<file path="src/mbec_map.svh">
// Event codes, counts and reset values of the bridge event counters
`ifndef MBEC_MAP_SVH
`define MBEC_MAP_SVH
`define MBEC_NUM_CTRS       4
`define MBEC_CTR_W          48
`define MBEC_CTR_RST        48'h0
`define MBEC_CTL_DELAY      2
`define MBEC_EV_NOTHING     8'h00
`define MBEC_EV_CLOCKTICKS  8'h01
`define MBEC_EV_ING_NE      8'h10
`define MBEC_EV_ING_INS     8'h11
`define MBEC_EV_PEER_FILL   8'h14
`define MBEC_EV_LSHAR_RET   8'h17
`define MBEC_EV_RSHAR_RET   8'h18
`define MBEC_EV_LDED_RET0   8'h19
`define MBEC_EV_LDED_RET1   8'h1A
`define MBEC_EV_RDED_RET    8'h1B
`define MBEC_EV_EGR_NE      8'h23
`define MBEC_EV_EGR_FULL    8'h25
`define MBEC_EV_EGR_CRD     8'h2D
`define MBEC_EV_IO_INUSE    8'h32
`define MBEC_EV_IO_TAKEN    8'h33
`define MBEC_EV_IO_REFUSED  8'h34
`define MBEC_EV_LSHAR_TK0   8'h40
`define MBEC_EV_LSHAR_TK1   8'h41
`define MBEC_EV_RSHAR_TK0   8'h42
`define MBEC_EV_RSHAR_TK1   8'h43
`define MBEC_EV_LSHAR_BACK  8'h44
`define MBEC_EV_RSHAR_BACK  8'h45
`define MBEC_EV_LDED_TK0    8'h46
`define MBEC_EV_LDED_TK1    8'h47
`define MBEC_EV_RDED_TK0    8'h48
`define MBEC_EV_RDED_TK1    8'h49
`define MBEC_EV_LWAIT0      8'h4A
`define MBEC_EV_LWAIT1      8'h4B
`define MBEC_EV_RWAIT0      8'h4C
`define MBEC_EV_RWAIT1      8'h4D
`define MBEC_EV_EGR_IN_AD   8'h50
`define MBEC_EV_EGR_IN_AK   8'h51
`endif

</file>
<file path="src/mbec_pkg.sv">
// Types shared by the bridge event counter modules
package mbec_pkg;
   typedef logic [7:0] mbec_code_t;
   typedef logic [6:0] mbec_incr_t;
   typedef enum logic [1:0]
   {
      MBEC_OFF    = 2'b00,
      MBEC_ON     = 2'b01,
      MBEC_FROZEN = 2'b11
   } mbec_run_e;
   typedef struct packed
   {
      mbec_code_t [3:0] code;
      logic [3:0][7:0]  umask;
      logic [3:0]       en;
      logic [3:0]       clr;
      logic             g_en;
      logic             g_frz;
   } mbec_ctl_s;
endpackage

</file>
<file path="src/mbec_evt_if.sv">
// Registered event signals passed to the per-counter selectors
`timescale 1ns/1ps
interface mbec_evt_if;
   logic        ingress_not_empty;
   logic        ingress_insert;
   logic [5:0]  peer_credit_fill;
   logic [7:0]  local_shar_ret;
   logic [7:0]  remote_shar_ret;
   logic [15:0] local_ded_ret;
   logic [7:0]  remote_ded_ret;
   logic        egress_not_empty;
   logic        egress_full;
   logic        egress_credit;
   logic [7:0]  io_credit_in_use;
   logic [7:0]  io_credit_taken;
   logic [7:0]  io_credit_refused;
   logic [15:0] local_shar_taken;
   logic [15:0] remote_shar_taken;
   logic [7:0]  local_shar_back;
   logic [7:0]  remote_shar_back;
   logic [15:0] local_ded_taken;
   logic [15:0] remote_ded_taken;
   logic [15:0] local_shar_wait;
   logic [15:0] remote_shar_wait;
   logic        egress_in_ad;
   logic        egress_in_ak;
   modport src
   (
      output ingress_not_empty, ingress_insert, peer_credit_fill,
      output local_shar_ret, remote_shar_ret, local_ded_ret, remote_ded_ret,
      output egress_not_empty, egress_full, egress_credit,
      output io_credit_in_use, io_credit_taken, io_credit_refused,
      output local_shar_taken, remote_shar_taken, local_shar_back,
      output remote_shar_back, local_ded_taken, remote_ded_taken,
      output local_shar_wait, remote_shar_wait, egress_in_ad, egress_in_ak
   );
   modport sink
   (
      input ingress_not_empty, ingress_insert, peer_credit_fill,
      input local_shar_ret, remote_shar_ret, local_ded_ret, remote_ded_ret,
      input egress_not_empty, egress_full, egress_credit,
      input io_credit_in_use, io_credit_taken, io_credit_refused,
      input local_shar_taken, remote_shar_taken, local_shar_back,
      input remote_shar_back, local_ded_taken, remote_ded_taken,
      input local_shar_wait, remote_shar_wait, egress_in_ad, egress_in_ak
   );
endinterface

</file>
<file path="src/mbec_counter48.sv">
// One wrapping event counter
`timescale 1ns/1ps
`include "mbec_map.svh"
module mbec_counter48
#(
   parameter int W = `MBEC_CTR_W
)
(
   input  wire logic               clk_sys, // System clock
   input  wire logic               arst_n,  // Async reset, active low
   input  wire logic               clear,   // Zero the count
   input  wire logic               add_en,  // Counting allowed
   input  wire mbec_pkg::mbec_incr_t incr,  // Amount this cycle
   output logic [W-1:0]            value    // Count
);
   import mbec_pkg::*;

   if (W < 8 || W > 64)
      $error("mbec_counter48: width out of range");

   logic [W-1:0] value_r;

   always_ff @(posedge clk_sys or negedge arst_n)
   begin
      if (!arst_n)
         value_r <= W'(`MBEC_CTR_RST);
      else if (clear)
         value_r <= '0;
      else if (add_en)
         value_r <= value_r + W'(incr);
   end

   assign value = value_r;
endmodule

</file>
<file path="src/mbec_event_select.sv">
// Picks one event for one counter and yields its increment
`timescale 1ns/1ps
`include "mbec_map.svh"
module mbec_event_select
#(
   parameter int IDX = 0
)
(
   mbec_evt_if.sink                  evt,       // Registered events
   input  wire mbec_pkg::mbec_code_t code,      // Selected event
   input  wire logic [7:0]           umask,     // Sub-event mask
   output mbec_pkg::mbec_incr_t      incr,      // Increment this cycle
   output logic                      misplaced  // Event not allowed here
);
   import mbec_pkg::*;

   if (IDX < 0 || IDX >= `MBEC_NUM_CTRS)
      $error("mbec_event_select: bad counter index");

   function automatic mbec_incr_t pop8(input logic [7:0] v);
      mbec_incr_t n;
      n = '0;
      for (int b = 0; b < 8; b++)
         n = n + mbec_incr_t'(v[b]);
      return n;
   endfunction

   always_comb
   begin
      incr = '0;
      misplaced = 1'b0;
      case (code)
         `MBEC_EV_NOTHING:    incr = '0;
         `MBEC_EV_CLOCKTICKS: incr = 7'h01;
         `MBEC_EV_ING_NE:     incr = mbec_incr_t'(evt.ingress_not_empty);
         `MBEC_EV_ING_INS:    incr = mbec_incr_t'(evt.ingress_insert);
         `MBEC_EV_PEER_FILL:
            if (IDX == 0)
               incr = mbec_incr_t'(evt.peer_credit_fill);
            else
               misplaced = 1'b1;
         `MBEC_EV_LSHAR_RET:  incr = pop8(evt.local_shar_ret & umask);
         `MBEC_EV_RSHAR_RET:  incr = pop8(evt.remote_shar_ret & umask);
         `MBEC_EV_LDED_RET0:  incr = pop8(evt.local_ded_ret[7:0] & umask);
         `MBEC_EV_LDED_RET1:  incr = pop8(evt.local_ded_ret[15:8] & umask);
         `MBEC_EV_RDED_RET:   incr = pop8(evt.remote_ded_ret & umask);
         `MBEC_EV_EGR_NE, `MBEC_EV_EGR_CRD:
            if (IDX <= 1)
               incr = mbec_incr_t'(code == `MBEC_EV_EGR_NE ?
                      evt.egress_not_empty : evt.egress_credit);
            else
               misplaced = 1'b1;
         `MBEC_EV_EGR_FULL:   incr = mbec_incr_t'(evt.egress_full);
         `MBEC_EV_IO_INUSE:
            incr = mbec_incr_t'(|(evt.io_credit_in_use & umask));
         `MBEC_EV_IO_TAKEN:   incr = pop8(evt.io_credit_taken & umask);
         `MBEC_EV_IO_REFUSED: incr = pop8(evt.io_credit_refused & umask);
         `MBEC_EV_LSHAR_TK0:  incr = pop8(evt.local_shar_taken[7:0] & umask);
         `MBEC_EV_LSHAR_TK1:  incr = pop8(evt.local_shar_taken[15:8] & umask);
         `MBEC_EV_RSHAR_TK0:  incr = pop8(evt.remote_shar_taken[7:0] & umask);
         `MBEC_EV_RSHAR_TK1:  incr = pop8(evt.remote_shar_taken[15:8] & umask);
         `MBEC_EV_LSHAR_BACK: incr = pop8(evt.local_shar_back & umask);
         `MBEC_EV_RSHAR_BACK: incr = pop8(evt.remote_shar_back & umask);
         `MBEC_EV_LDED_TK0:   incr = pop8(evt.local_ded_taken[7:0] & umask);
         `MBEC_EV_LDED_TK1:   incr = pop8(evt.local_ded_taken[15:8] & umask);
         `MBEC_EV_RDED_TK0:   incr = pop8(evt.remote_ded_taken[7:0] & umask);
         `MBEC_EV_RDED_TK1:   incr = pop8(evt.remote_ded_taken[15:8] & umask);
         `MBEC_EV_LWAIT0:
            incr = mbec_incr_t'(|(evt.local_shar_wait[7:0] & umask));
         `MBEC_EV_LWAIT1:
            incr = mbec_incr_t'(|(evt.local_shar_wait[15:8] & umask));
         `MBEC_EV_RWAIT0:
            incr = mbec_incr_t'(|(evt.remote_shar_wait[7:0] & umask));
         `MBEC_EV_RWAIT1:
            incr = mbec_incr_t'(|(evt.remote_shar_wait[15:8] & umask));
         `MBEC_EV_EGR_IN_AD:  incr = mbec_incr_t'(evt.egress_in_ad);
         `MBEC_EV_EGR_IN_AK:  incr = mbec_incr_t'(evt.egress_in_ak);
         default:             incr = '0;
      endcase
   end
endmodule

</file>
<file path="src/mbec_bridge_counters.sv">
// Top of the mesh-to-I/O bridge event counters
`timescale 1ns/1ps
`include "mbec_map.svh"
// How it works
// - Four 48-bit counters, each with its own control, count almost any event.
// - Occupancy events count only on counter zero; elsewhere they are refused.
// - Code 0x1 adds one per clock tick, on any counter.
// - Code 0x10 counts ingress not-empty cycles; 0x11 counts ingress inserts.
// - Egress not-empty 0x23 and egress credits 0x2D only on counters 0-1.
// - Code 0x25 counts cycles with the egress queue full.
// - Codes 0x17 and 0x18 count local and remote shared credits returned.
// - Codes 0x19, 0x1A split local dedicated returns; 0x1B counts remote ones.
// - Code 0x32 counts credit-in-use cycles; 0x33 counts credits acquired.
// - Code 0x34 counts failed attempts to obtain a transmit credit.
// - Codes 0x40-0x41 local, 0x42-0x43 remote shared credits taken.
// - Codes 0x44 and 0x45 count local and remote shared credits handed back.
// - Codes 0x46-0x47 local, 0x48-0x49 remote dedicated credits taken.
// - Codes 0x4A-0x4B local, 0x4C-0x4D remote shared-credit wait cycles.
// - Codes 0x50 and 0x51 count egress ingress for address and ack classes.
// - Transmit credit events are filtered per message class by the unit mask.
// - Enable and freeze take effect after a short fixed delay.
// - A send into the I/O stack needs a held credit of its class first.
module mbec_bridge_counters
#(
   parameter int CTR_W = `MBEC_CTR_W
)
(
   input  wire logic                     clk_sys,           // 40 MHz clock
   input  wire logic                     arst_n,            // Async reset
   input  wire logic                     global_enable,     // Counting on
   input  wire logic                     global_freeze,     // Hold counts
   input  wire mbec_pkg::mbec_code_t [3:0] ctl_event,       // Code per ctr
   input  wire logic [3:0][7:0]          ctl_umask,         // Mask per ctr
   input  wire logic [3:0]               ctl_enable,        // Enable per ctr
   input  wire logic [3:0]               ctl_clear,         // Zero per ctr
   input  wire logic                     ingress_not_empty, // Ingress busy
   input  wire logic                     ingress_insert,    // Ingress write
   input  wire logic [5:0]               peer_credit_fill,  // Occupancy
   input  wire logic [7:0]               local_shar_ret,    // Per agent
   input  wire logic [7:0]               remote_shar_ret,   // Per agent
   input  wire logic [15:0]              local_ded_ret,     // Per source
   input  wire logic [7:0]               remote_ded_ret,    // Per source
   input  wire logic                     egress_not_empty,  // Egress busy
   input  wire logic                     egress_full,       // Egress full
   input  wire logic                     egress_credit,     // Egress credit
   input  wire logic [7:0]               io_credit_in_use,  // Per class
   input  wire logic [7:0]               io_credit_taken,   // Per class
   input  wire logic [7:0]               io_credit_refused, // Per class
   input  wire logic [7:0]               io_stack_send,     // Per class
   input  wire logic [15:0]              local_shar_taken,  // Per source
   input  wire logic [15:0]              remote_shar_taken, // Per source
   input  wire logic [7:0]               local_shar_back,   // Per agent
   input  wire logic [7:0]               remote_shar_back,  // Per agent
   input  wire logic [15:0]              local_ded_taken,   // Per source
   input  wire logic [15:0]              remote_ded_taken,  // Per source
   input  wire logic [15:0]              local_shar_wait,   // Per source
   input  wire logic [15:0]              remote_shar_wait,  // Per source
   input  wire logic                     egress_in_ad,      // AD class
   input  wire logic                     egress_in_ak,      // AK class
   input  wire logic                     fault_clear,       // Clear fault
   output logic [3:0][CTR_W-1:0]         bridge_event_counter, // Counts
   output logic [3:0]                    misplaced,         // Bad placement
   output logic                          counting,          // Running
   output logic                          credit_order_fault // Send w/o crd
);
   import mbec_pkg::*;

   if (CTR_W < 8 || CTR_W > 64)
      $error("mbec_bridge_counters: counter width out of range");

   mbec_evt_if evt_q ();

   mbec_ctl_s  ctl_in;
   mbec_ctl_s  ctl_pipe_r [`MBEC_CTL_DELAY];
   mbec_ctl_s  ctl_d;
   mbec_run_e  run_r;
   mbec_run_e  run_nxt;
   mbec_incr_t incr [`MBEC_NUM_CTRS];
   logic [3:0] misplaced_c;
   logic [3:0] misplaced_r;
   logic [7:0] send_q;
   logic       fault_r;

   // Events are registered once so every counter sees the same cycle
   always_ff @(posedge clk_sys or negedge arst_n)
   begin
      if (!arst_n)
      begin
         evt_q.ingress_not_empty <= 1'b0;
         evt_q.ingress_insert    <= 1'b0;
         evt_q.peer_credit_fill  <= '0;
         evt_q.local_shar_ret    <= '0;
         evt_q.remote_shar_ret   <= '0;
         evt_q.local_ded_ret     <= '0;
         evt_q.remote_ded_ret    <= '0;
         evt_q.egress_not_empty  <= 1'b0;
         evt_q.egress_full       <= 1'b0;
         evt_q.egress_credit     <= 1'b0;
         evt_q.io_credit_in_use  <= '0;
         evt_q.io_credit_taken   <= '0;
         evt_q.io_credit_refused <= '0;
         evt_q.local_shar_taken  <= '0;
         evt_q.remote_shar_taken <= '0;
         evt_q.local_shar_back   <= '0;
         evt_q.remote_shar_back  <= '0;
         evt_q.local_ded_taken   <= '0;
         evt_q.remote_ded_taken  <= '0;
         evt_q.local_shar_wait   <= '0;
         evt_q.remote_shar_wait  <= '0;
         evt_q.egress_in_ad      <= 1'b0;
         evt_q.egress_in_ak      <= 1'b0;
         send_q                  <= '0;
      end
      else
      begin
         evt_q.ingress_not_empty <= ingress_not_empty;
         evt_q.ingress_insert    <= ingress_insert;
         evt_q.peer_credit_fill  <= peer_credit_fill;
         evt_q.local_shar_ret    <= local_shar_ret;
         evt_q.remote_shar_ret   <= remote_shar_ret;
         evt_q.local_ded_ret     <= local_ded_ret;
         evt_q.remote_ded_ret    <= remote_ded_ret;
         evt_q.egress_not_empty  <= egress_not_empty;
         evt_q.egress_full       <= egress_full;
         evt_q.egress_credit     <= egress_credit;
         evt_q.io_credit_in_use  <= io_credit_in_use;
         evt_q.io_credit_taken   <= io_credit_taken;
         evt_q.io_credit_refused <= io_credit_refused;
         evt_q.local_shar_taken  <= local_shar_taken;
         evt_q.remote_shar_taken <= remote_shar_taken;
         evt_q.local_shar_back   <= local_shar_back;
         evt_q.remote_shar_back  <= remote_shar_back;
         evt_q.local_ded_taken   <= local_ded_taken;
         evt_q.remote_ded_taken  <= remote_ded_taken;
         evt_q.local_shar_wait   <= local_shar_wait;
         evt_q.remote_shar_wait  <= remote_shar_wait;
         evt_q.egress_in_ad      <= egress_in_ad;
         evt_q.egress_in_ak      <= egress_in_ak;
         send_q                  <= io_stack_send;
      end
   end

   assign ctl_in = '{code: ctl_event, umask: ctl_umask, en: ctl_enable,
                     clr: ctl_clear, g_en: global_enable,
                     g_frz: global_freeze};

   // Control passes a fixed pipeline before it acts
   always_ff @(posedge clk_sys or negedge arst_n)
   begin
      if (!arst_n)
      begin
         for (int s = 0; s < `MBEC_CTL_DELAY; s++)
            ctl_pipe_r[s] <= '0;
      end
      else
      begin
         ctl_pipe_r[0] <= ctl_in;
         for (int s = 1; s < `MBEC_CTL_DELAY; s++)
            ctl_pipe_r[s] <= ctl_pipe_r[s-1];
      end
   end

   assign ctl_d = ctl_pipe_r[`MBEC_CTL_DELAY-1];

   always_comb
   begin
      run_nxt = run_r;
      case (run_r)
         MBEC_OFF:
            if (ctl_d.g_en)
               run_nxt = MBEC_ON;
         MBEC_ON:
            if (!ctl_d.g_en)
               run_nxt = MBEC_OFF;
            else if (ctl_d.g_frz)
               run_nxt = MBEC_FROZEN;
         MBEC_FROZEN:
            if (!ctl_d.g_en)
               run_nxt = MBEC_OFF;
            else if (!ctl_d.g_frz)
               run_nxt = MBEC_ON;
         default:
            run_nxt = MBEC_OFF;
      endcase
   end

   always_ff @(posedge clk_sys or negedge arst_n)
   begin
      if (!arst_n)
         run_r <= MBEC_OFF;
      else
         run_r <= run_nxt;
   end

   assign counting = (run_r == MBEC_ON);

   // One selector and one counter per control pair
   for (genvar i = 0; i < `MBEC_NUM_CTRS; i++)
   begin : g_ctr
      mbec_event_select #(.IDX(i)) u_sel
      (
         .evt       (evt_q.sink),
         .code      (ctl_d.code[i]),
         .umask     (ctl_d.umask[i]),
         .incr      (incr[i]),
         .misplaced (misplaced_c[i])
      );
      mbec_counter48 #(.W(CTR_W)) u_cnt
      (
         .clk_sys (clk_sys),
         .arst_n  (arst_n),
         .clear   (ctl_d.clr[i]),
         .add_en  (counting && ctl_d.en[i]),
         .incr    (incr[i]),
         .value   (bridge_event_counter[i])
      );
   end

   always_ff @(posedge clk_sys or negedge arst_n)
   begin
      if (!arst_n)
         misplaced_r <= '0;
      else
         misplaced_r <= misplaced_c;
   end

   assign misplaced = misplaced_r;

   // Sticky flag; a new violation wins over a clear
   always_ff @(posedge clk_sys or negedge arst_n)
   begin
      if (!arst_n)
         fault_r <= 1'b0;
      else if (|(send_q & ~evt_q.io_credit_in_use))
         fault_r <= 1'b1;
      else if (fault_clear)
         fault_r <= 1'b0;
   end

   assign credit_order_fault = fault_r;
endmodule

</file>
<file path="config.mk">
export PLATFORM = sky130hd
export DESIGN_NAME = mbec_bridge_counters
export DESIGN_NICKNAME = d
export VERILOG_FILES = /design/src/mbec_pkg.sv /design/src/mbec_evt_if.sv /design/src/mbec_counter48.sv /design/src/mbec_event_select.sv /design/src/mbec_bridge_counters.sv
export VERILOG_INCLUDE_DIRS = /design/src
export SDC_FILE = /design/constraint.sdc
export NUM_CORES = 2
export LEC_CHECK = 0
export BUFFER_PORTS_ARGS = -buffer_cell sky130_fd_sc_hd__buf_4
export CORE_MARGIN = 5
export CORE_UTILIZATION = 30
export DETAILED_ROUTE_END_ITERATION = 7
export GPL_TIMING_DRIVEN = 0
export PLACE_DENSITY = 0.48
export SLEW_MARGIN = 30
export SYNTH_ARGS = -nofsm -noshare
export SYNTH_HDL_FRONTEND = slang
export SYNTH_SLANG_ARGS = --single-unit
</file>
<file path="constraint.sdc">
create_clock -name clk_sys -period 6.64 [get_ports clk_sys]
set_input_delay 0.996 -clock clk_sys [delete_from_list [all_inputs] [get_ports clk_sys]]
set_output_delay 0.996 -clock clk_sys [all_outputs]
set_load 0.02 [all_outputs]
</file>
==> out/results.tsv <==
metric	value	unit
dieArea	0.1321	mm²
via_per_inst	5.202	
power_density	208.1	mW/mm²
setup_viol	0	
ys_ff_latch	543	
fillers	12647	
irDropWorstVdd	0.1857	mV
drc	0	
min_path_type	primary input to async pin	
cts_buffer_depth	3	
cp-endpoint	g_ctr[3].u_cnt.value[46]	
switching_share	32.08	%
grt_util_all_layers	25.11	%
holdBufCountCts	0	
grt_max_degree	86	
async_reset_ff_share	100.0	%
power_frac_comb	21.7	%
syn_area	0.03747	mm²
synth_flop_cell	dfrtp_1	
power_frac_seq	39.3	%
grt_pass1_vias	31952	
clkLatencyLatePin	670	ps
place.port_buffers	470	
vias	31606	
syn_inst	3819	
regArea	0.01362	mm²
wl_per_cell	27.68	µm
p_leak	20.68	nW
synth_enable_flop_cells	0	
ant_nets	0	
setup_ws	172.9	ps
wl	168200	µm
max_freq	0.1546	GHz
power.switching	3.057	mW
ys_seq_area_share	36.27	%
dp_slack	-1007	ps
yosys_warnings	0	
grt_pass1_wl	235600	µm
hold_viol	0	
netlist.area_leader.share	36.27	%
num_rows	129	
path_cells	clkbuf_1 -> clkbuf_1 -> and2_1 -> fa_1 -> fa_1 -> inv_1 -> fa_1 -> mux4_2 -> o22ai_1 -> nand2_1 -> and3_1 -> fa_1 -> nor2b_1 -> o21a_2 -> o2111ai_2 -> clkbuf_4 -> nor4_2 -> xnor2_1 -> nor2_1	
outcome	finished clean	
core_area	0.1240	mm²
layout-drive-gt1-share	16.62	%
layout_commonest_cell	dfrtp_1	
synth_area_leader_cell	dfrtp_1	
cts_sinks	543	
reg2reg_depth	19	
crit_path_top_delay_cell	clkbuf_1	
critPathLaunchType	flip-flop	
multi_input_area	0.02169	mm²
p_int	6.472	mW
report.final.slew_viol_count	0	
drv_cap	0	
fin_worst_skew	20.22	ps
final_cell_mix	528 x dfrtp_1, 489 x buf_4, 473 x inv_1, 398 x and2_1, 309 x nand2_1	
firstDrtPassIters	5	
fin_crit_sh	97.40	%
rsz0062_at_grt	false	
dr.first_iter.drc_count	3347	
clk_pin_slew_worst_paths	60	ps
overflow	0	
start_util	30.23	%
worstPathMaxFanout	10	
crit_start	ctl_d[41]	
dp.cells	5932	
place_hpwl	129000	µm
r2r-start	ctl_d[41]	
post_synth.cell_area_avg	9.811	µm²
layoutNonFillerInstCount	6076	
period_minus_slack	6467	ps
cp.arrival	6990	ps
die_width	363.4	µm
antenna_found_initial	52	
slew_headroom	33.84	%
worst_slew_pin_slew	992.5	ps
crit_path_end_kind	flip-flop	
cp.required	7160	ps
io_pins	472	
gp_congestion	0.9910	
cts_tree	yes	
synth.distinct_cells	87	
crit_top_cell	fa_1	
clockPowerShare	39.0	%
crit_type	flip-flop to flip-flop	
clock_tree.root_cell	clkbuf_16	
syn_nets	4591	
htreeDepth	3	
reg2reg_slack	170	ps
area_growth	22.25	%
critPathMaxStageDelay	770	ps
numCtsBuffers	66	
r2r_end	g_ctr[3].u_cnt.value[46]	
fp.dieH	363.4	µm
nets	5132	
synth.area.top_cells	dfrtp_1 36%, fa_1 15%, ha_1 7.4%, and2_1 6.6%, inv_1 4.7%	
-- power groups by stage --
| stage | combinational, mW | clock, mW | sequential, mW |
|---|---|---|---|
| after global placement | 2.06 | 0 | 3.75 |
| after detailed placement | 2.08 | 0 | 3.75 |
| final | 2.07 | 3.72 | 3.74 |
| after floorplan | 1.26 | 0 | 3.54 |
| after global routing | 2.33 | 3.96 | 3.73 |
| after CTS | 2.07 | 3.85 | 3.72 |
-- area by class of cell --
cell class                 count  area share (%)
tap                         1637           4.472
buffer                       121           1.136
multi-input combinational   2661           47.35
timing repair buffer         494           8.408
clock inverter                31          0.8632
inverter                     473           3.876
clock buffer                  87           3.997
antenna                       29          0.1584
sequential                   543           29.74
-- cell usage after synthesis, types with 10 or more instances --
library cell,instances
nor3_1,62
a22oi_1,81
nand4_1,75
ha_1,222
nor3b_1,12
o2111ai_1,10
o21ai_0,78
nor2_1,237
nor2b_1,28
nor3_2,16
a32oi_1,13
a21oi_1,142
buf_2,11
nand2_1,310
a211oi_1,14
o22ai_1,32
and4_1,14
or3_1,39
and3_1,21
o211ai_1,10
and2_1,398
nand2b_1,20
nor4_1,22
fa_1,276
clkbuf_1,122
inv_1,473
a21o_1,20
xnor2_1,130
mux2i_1,12
nand3_1,95
dfrtp_1,543
xor2_1,74
a31oi_1,17
-- worst min path at each step --
stage	from	to	slack [ps]	depth (start not counted)
2_1_floorplan	ctl_pipe_r[74]	ctl_d[0]	330	0
3_3_place_gp	ctl_pipe_r[75]	ctl_d[1]	330	0
3_5_place_dp	ctl_pipe_r[109]	ctl_d[35]	330	0
4_1_cts	arst_n	ctl_pipe_r[133]	270	1
5_1_grt	arst_n	ctl_pipe_r[133]	290	1
6_report	arst_n	evt_q.local_shar_back[3]	260	1
-- flip-flops by register name, indices dropped and copies added, names as in the netlist, 2 cells and up --
name                     flops
ctl_d                       74
evt_q.remote_shar_back       8
evt_q.local_shar_ret         8
evt_q.io_credit_taken        8
evt_q.local_ded_ret         16
evt_q.local_shar_wait       16
evt_q.remote_shar_wait      16
g_ctr.u_cnt.value          192
evt_q.peer_credit_fill       6
evt_q.io_credit_in_use       8
evt_q.local_shar_back        8
evt_q.remote_ded_ret         8
evt_q.local_shar_taken      16
run_r                        2
send_q                       8
ctl_pipe_r                  74
evt_q.local_ded_taken       16
misplaced                    3
evt_q.remote_shar_ret        8
evt_q.remote_ded_taken      16
evt_q.remote_shar_taken     16
evt_q.io_credit_refused      8
-- repair_timing --
| item | in CTS | in global routing |
|---|---|---|
| endpoints found under the setup margin | 168 | 120 |
| pin swaps | 2 | 8 |
| gates cloned | 0 | 1 |
| gates resized for setup | 43 | 45 |
| buffers inserted | 3 | 14 |
-- per-stage QoR --
| stage | utilization [%] | cell area, µm² | hold slack, ps | TNS [ps] | power, mW |
|---|---|---|---|---|---|
| finish | 36.95 | 45800 | 261.1 | 0 | 9.529 |
| CTS | 36.69 | 45480 | 266.6 | -42.80 | 9.632 |
| global route | 36.91 | 45750 | 286.9 | 0 | 10.02 |
| floorplan | - | 37470 | 331.2 | 0 | 4.806 |
| global placement | 34.72 | 43040 | 331.4 | -1000810 | 5.816 |
| detailed placement | 34.87 | 43230 | 334.7 | -88990 | 5.832 |
-- worst max-delay path: cells and delay by family, from the launching register on --
kind            cells  cell delay (ps)
fa+ha+maj           4             1760
buf+inv             4             1740
simple gates        6             1110
compound gates      3              600
mux                 1              520
flops               1              430
xor+xnor            1              150
-- routing by layer --
metal / global-route usage (%) / share of wire (%) / vias to the layer above
li1: - / - / 13819
met1: 31.77 / 40 / 15848
met2: 39.48 / 45 / 1557
met3: 6.356 / 9.3 / 374
met4: 13.81 / 6.2 / 8
met5: 0 / 0.033 / -
-- kinds of logic (layout without fill, tap and decap cells) --
group	Yosys count	in the layout	share of synthesized area [%]
other	1	30	0.01001
and+or+nand+nor	1418	1418	20.55
adders and majority gates	498	498	22.16
xor gates and xnor gates	204	204	4.769
DFF	543	543	36.27
AOI/OAI and AO/OA	516	516	9.077
muxes	24	24	0.9517
buffers and inverters	615	1206	6.218
Power figures use the tool's default switching activity.
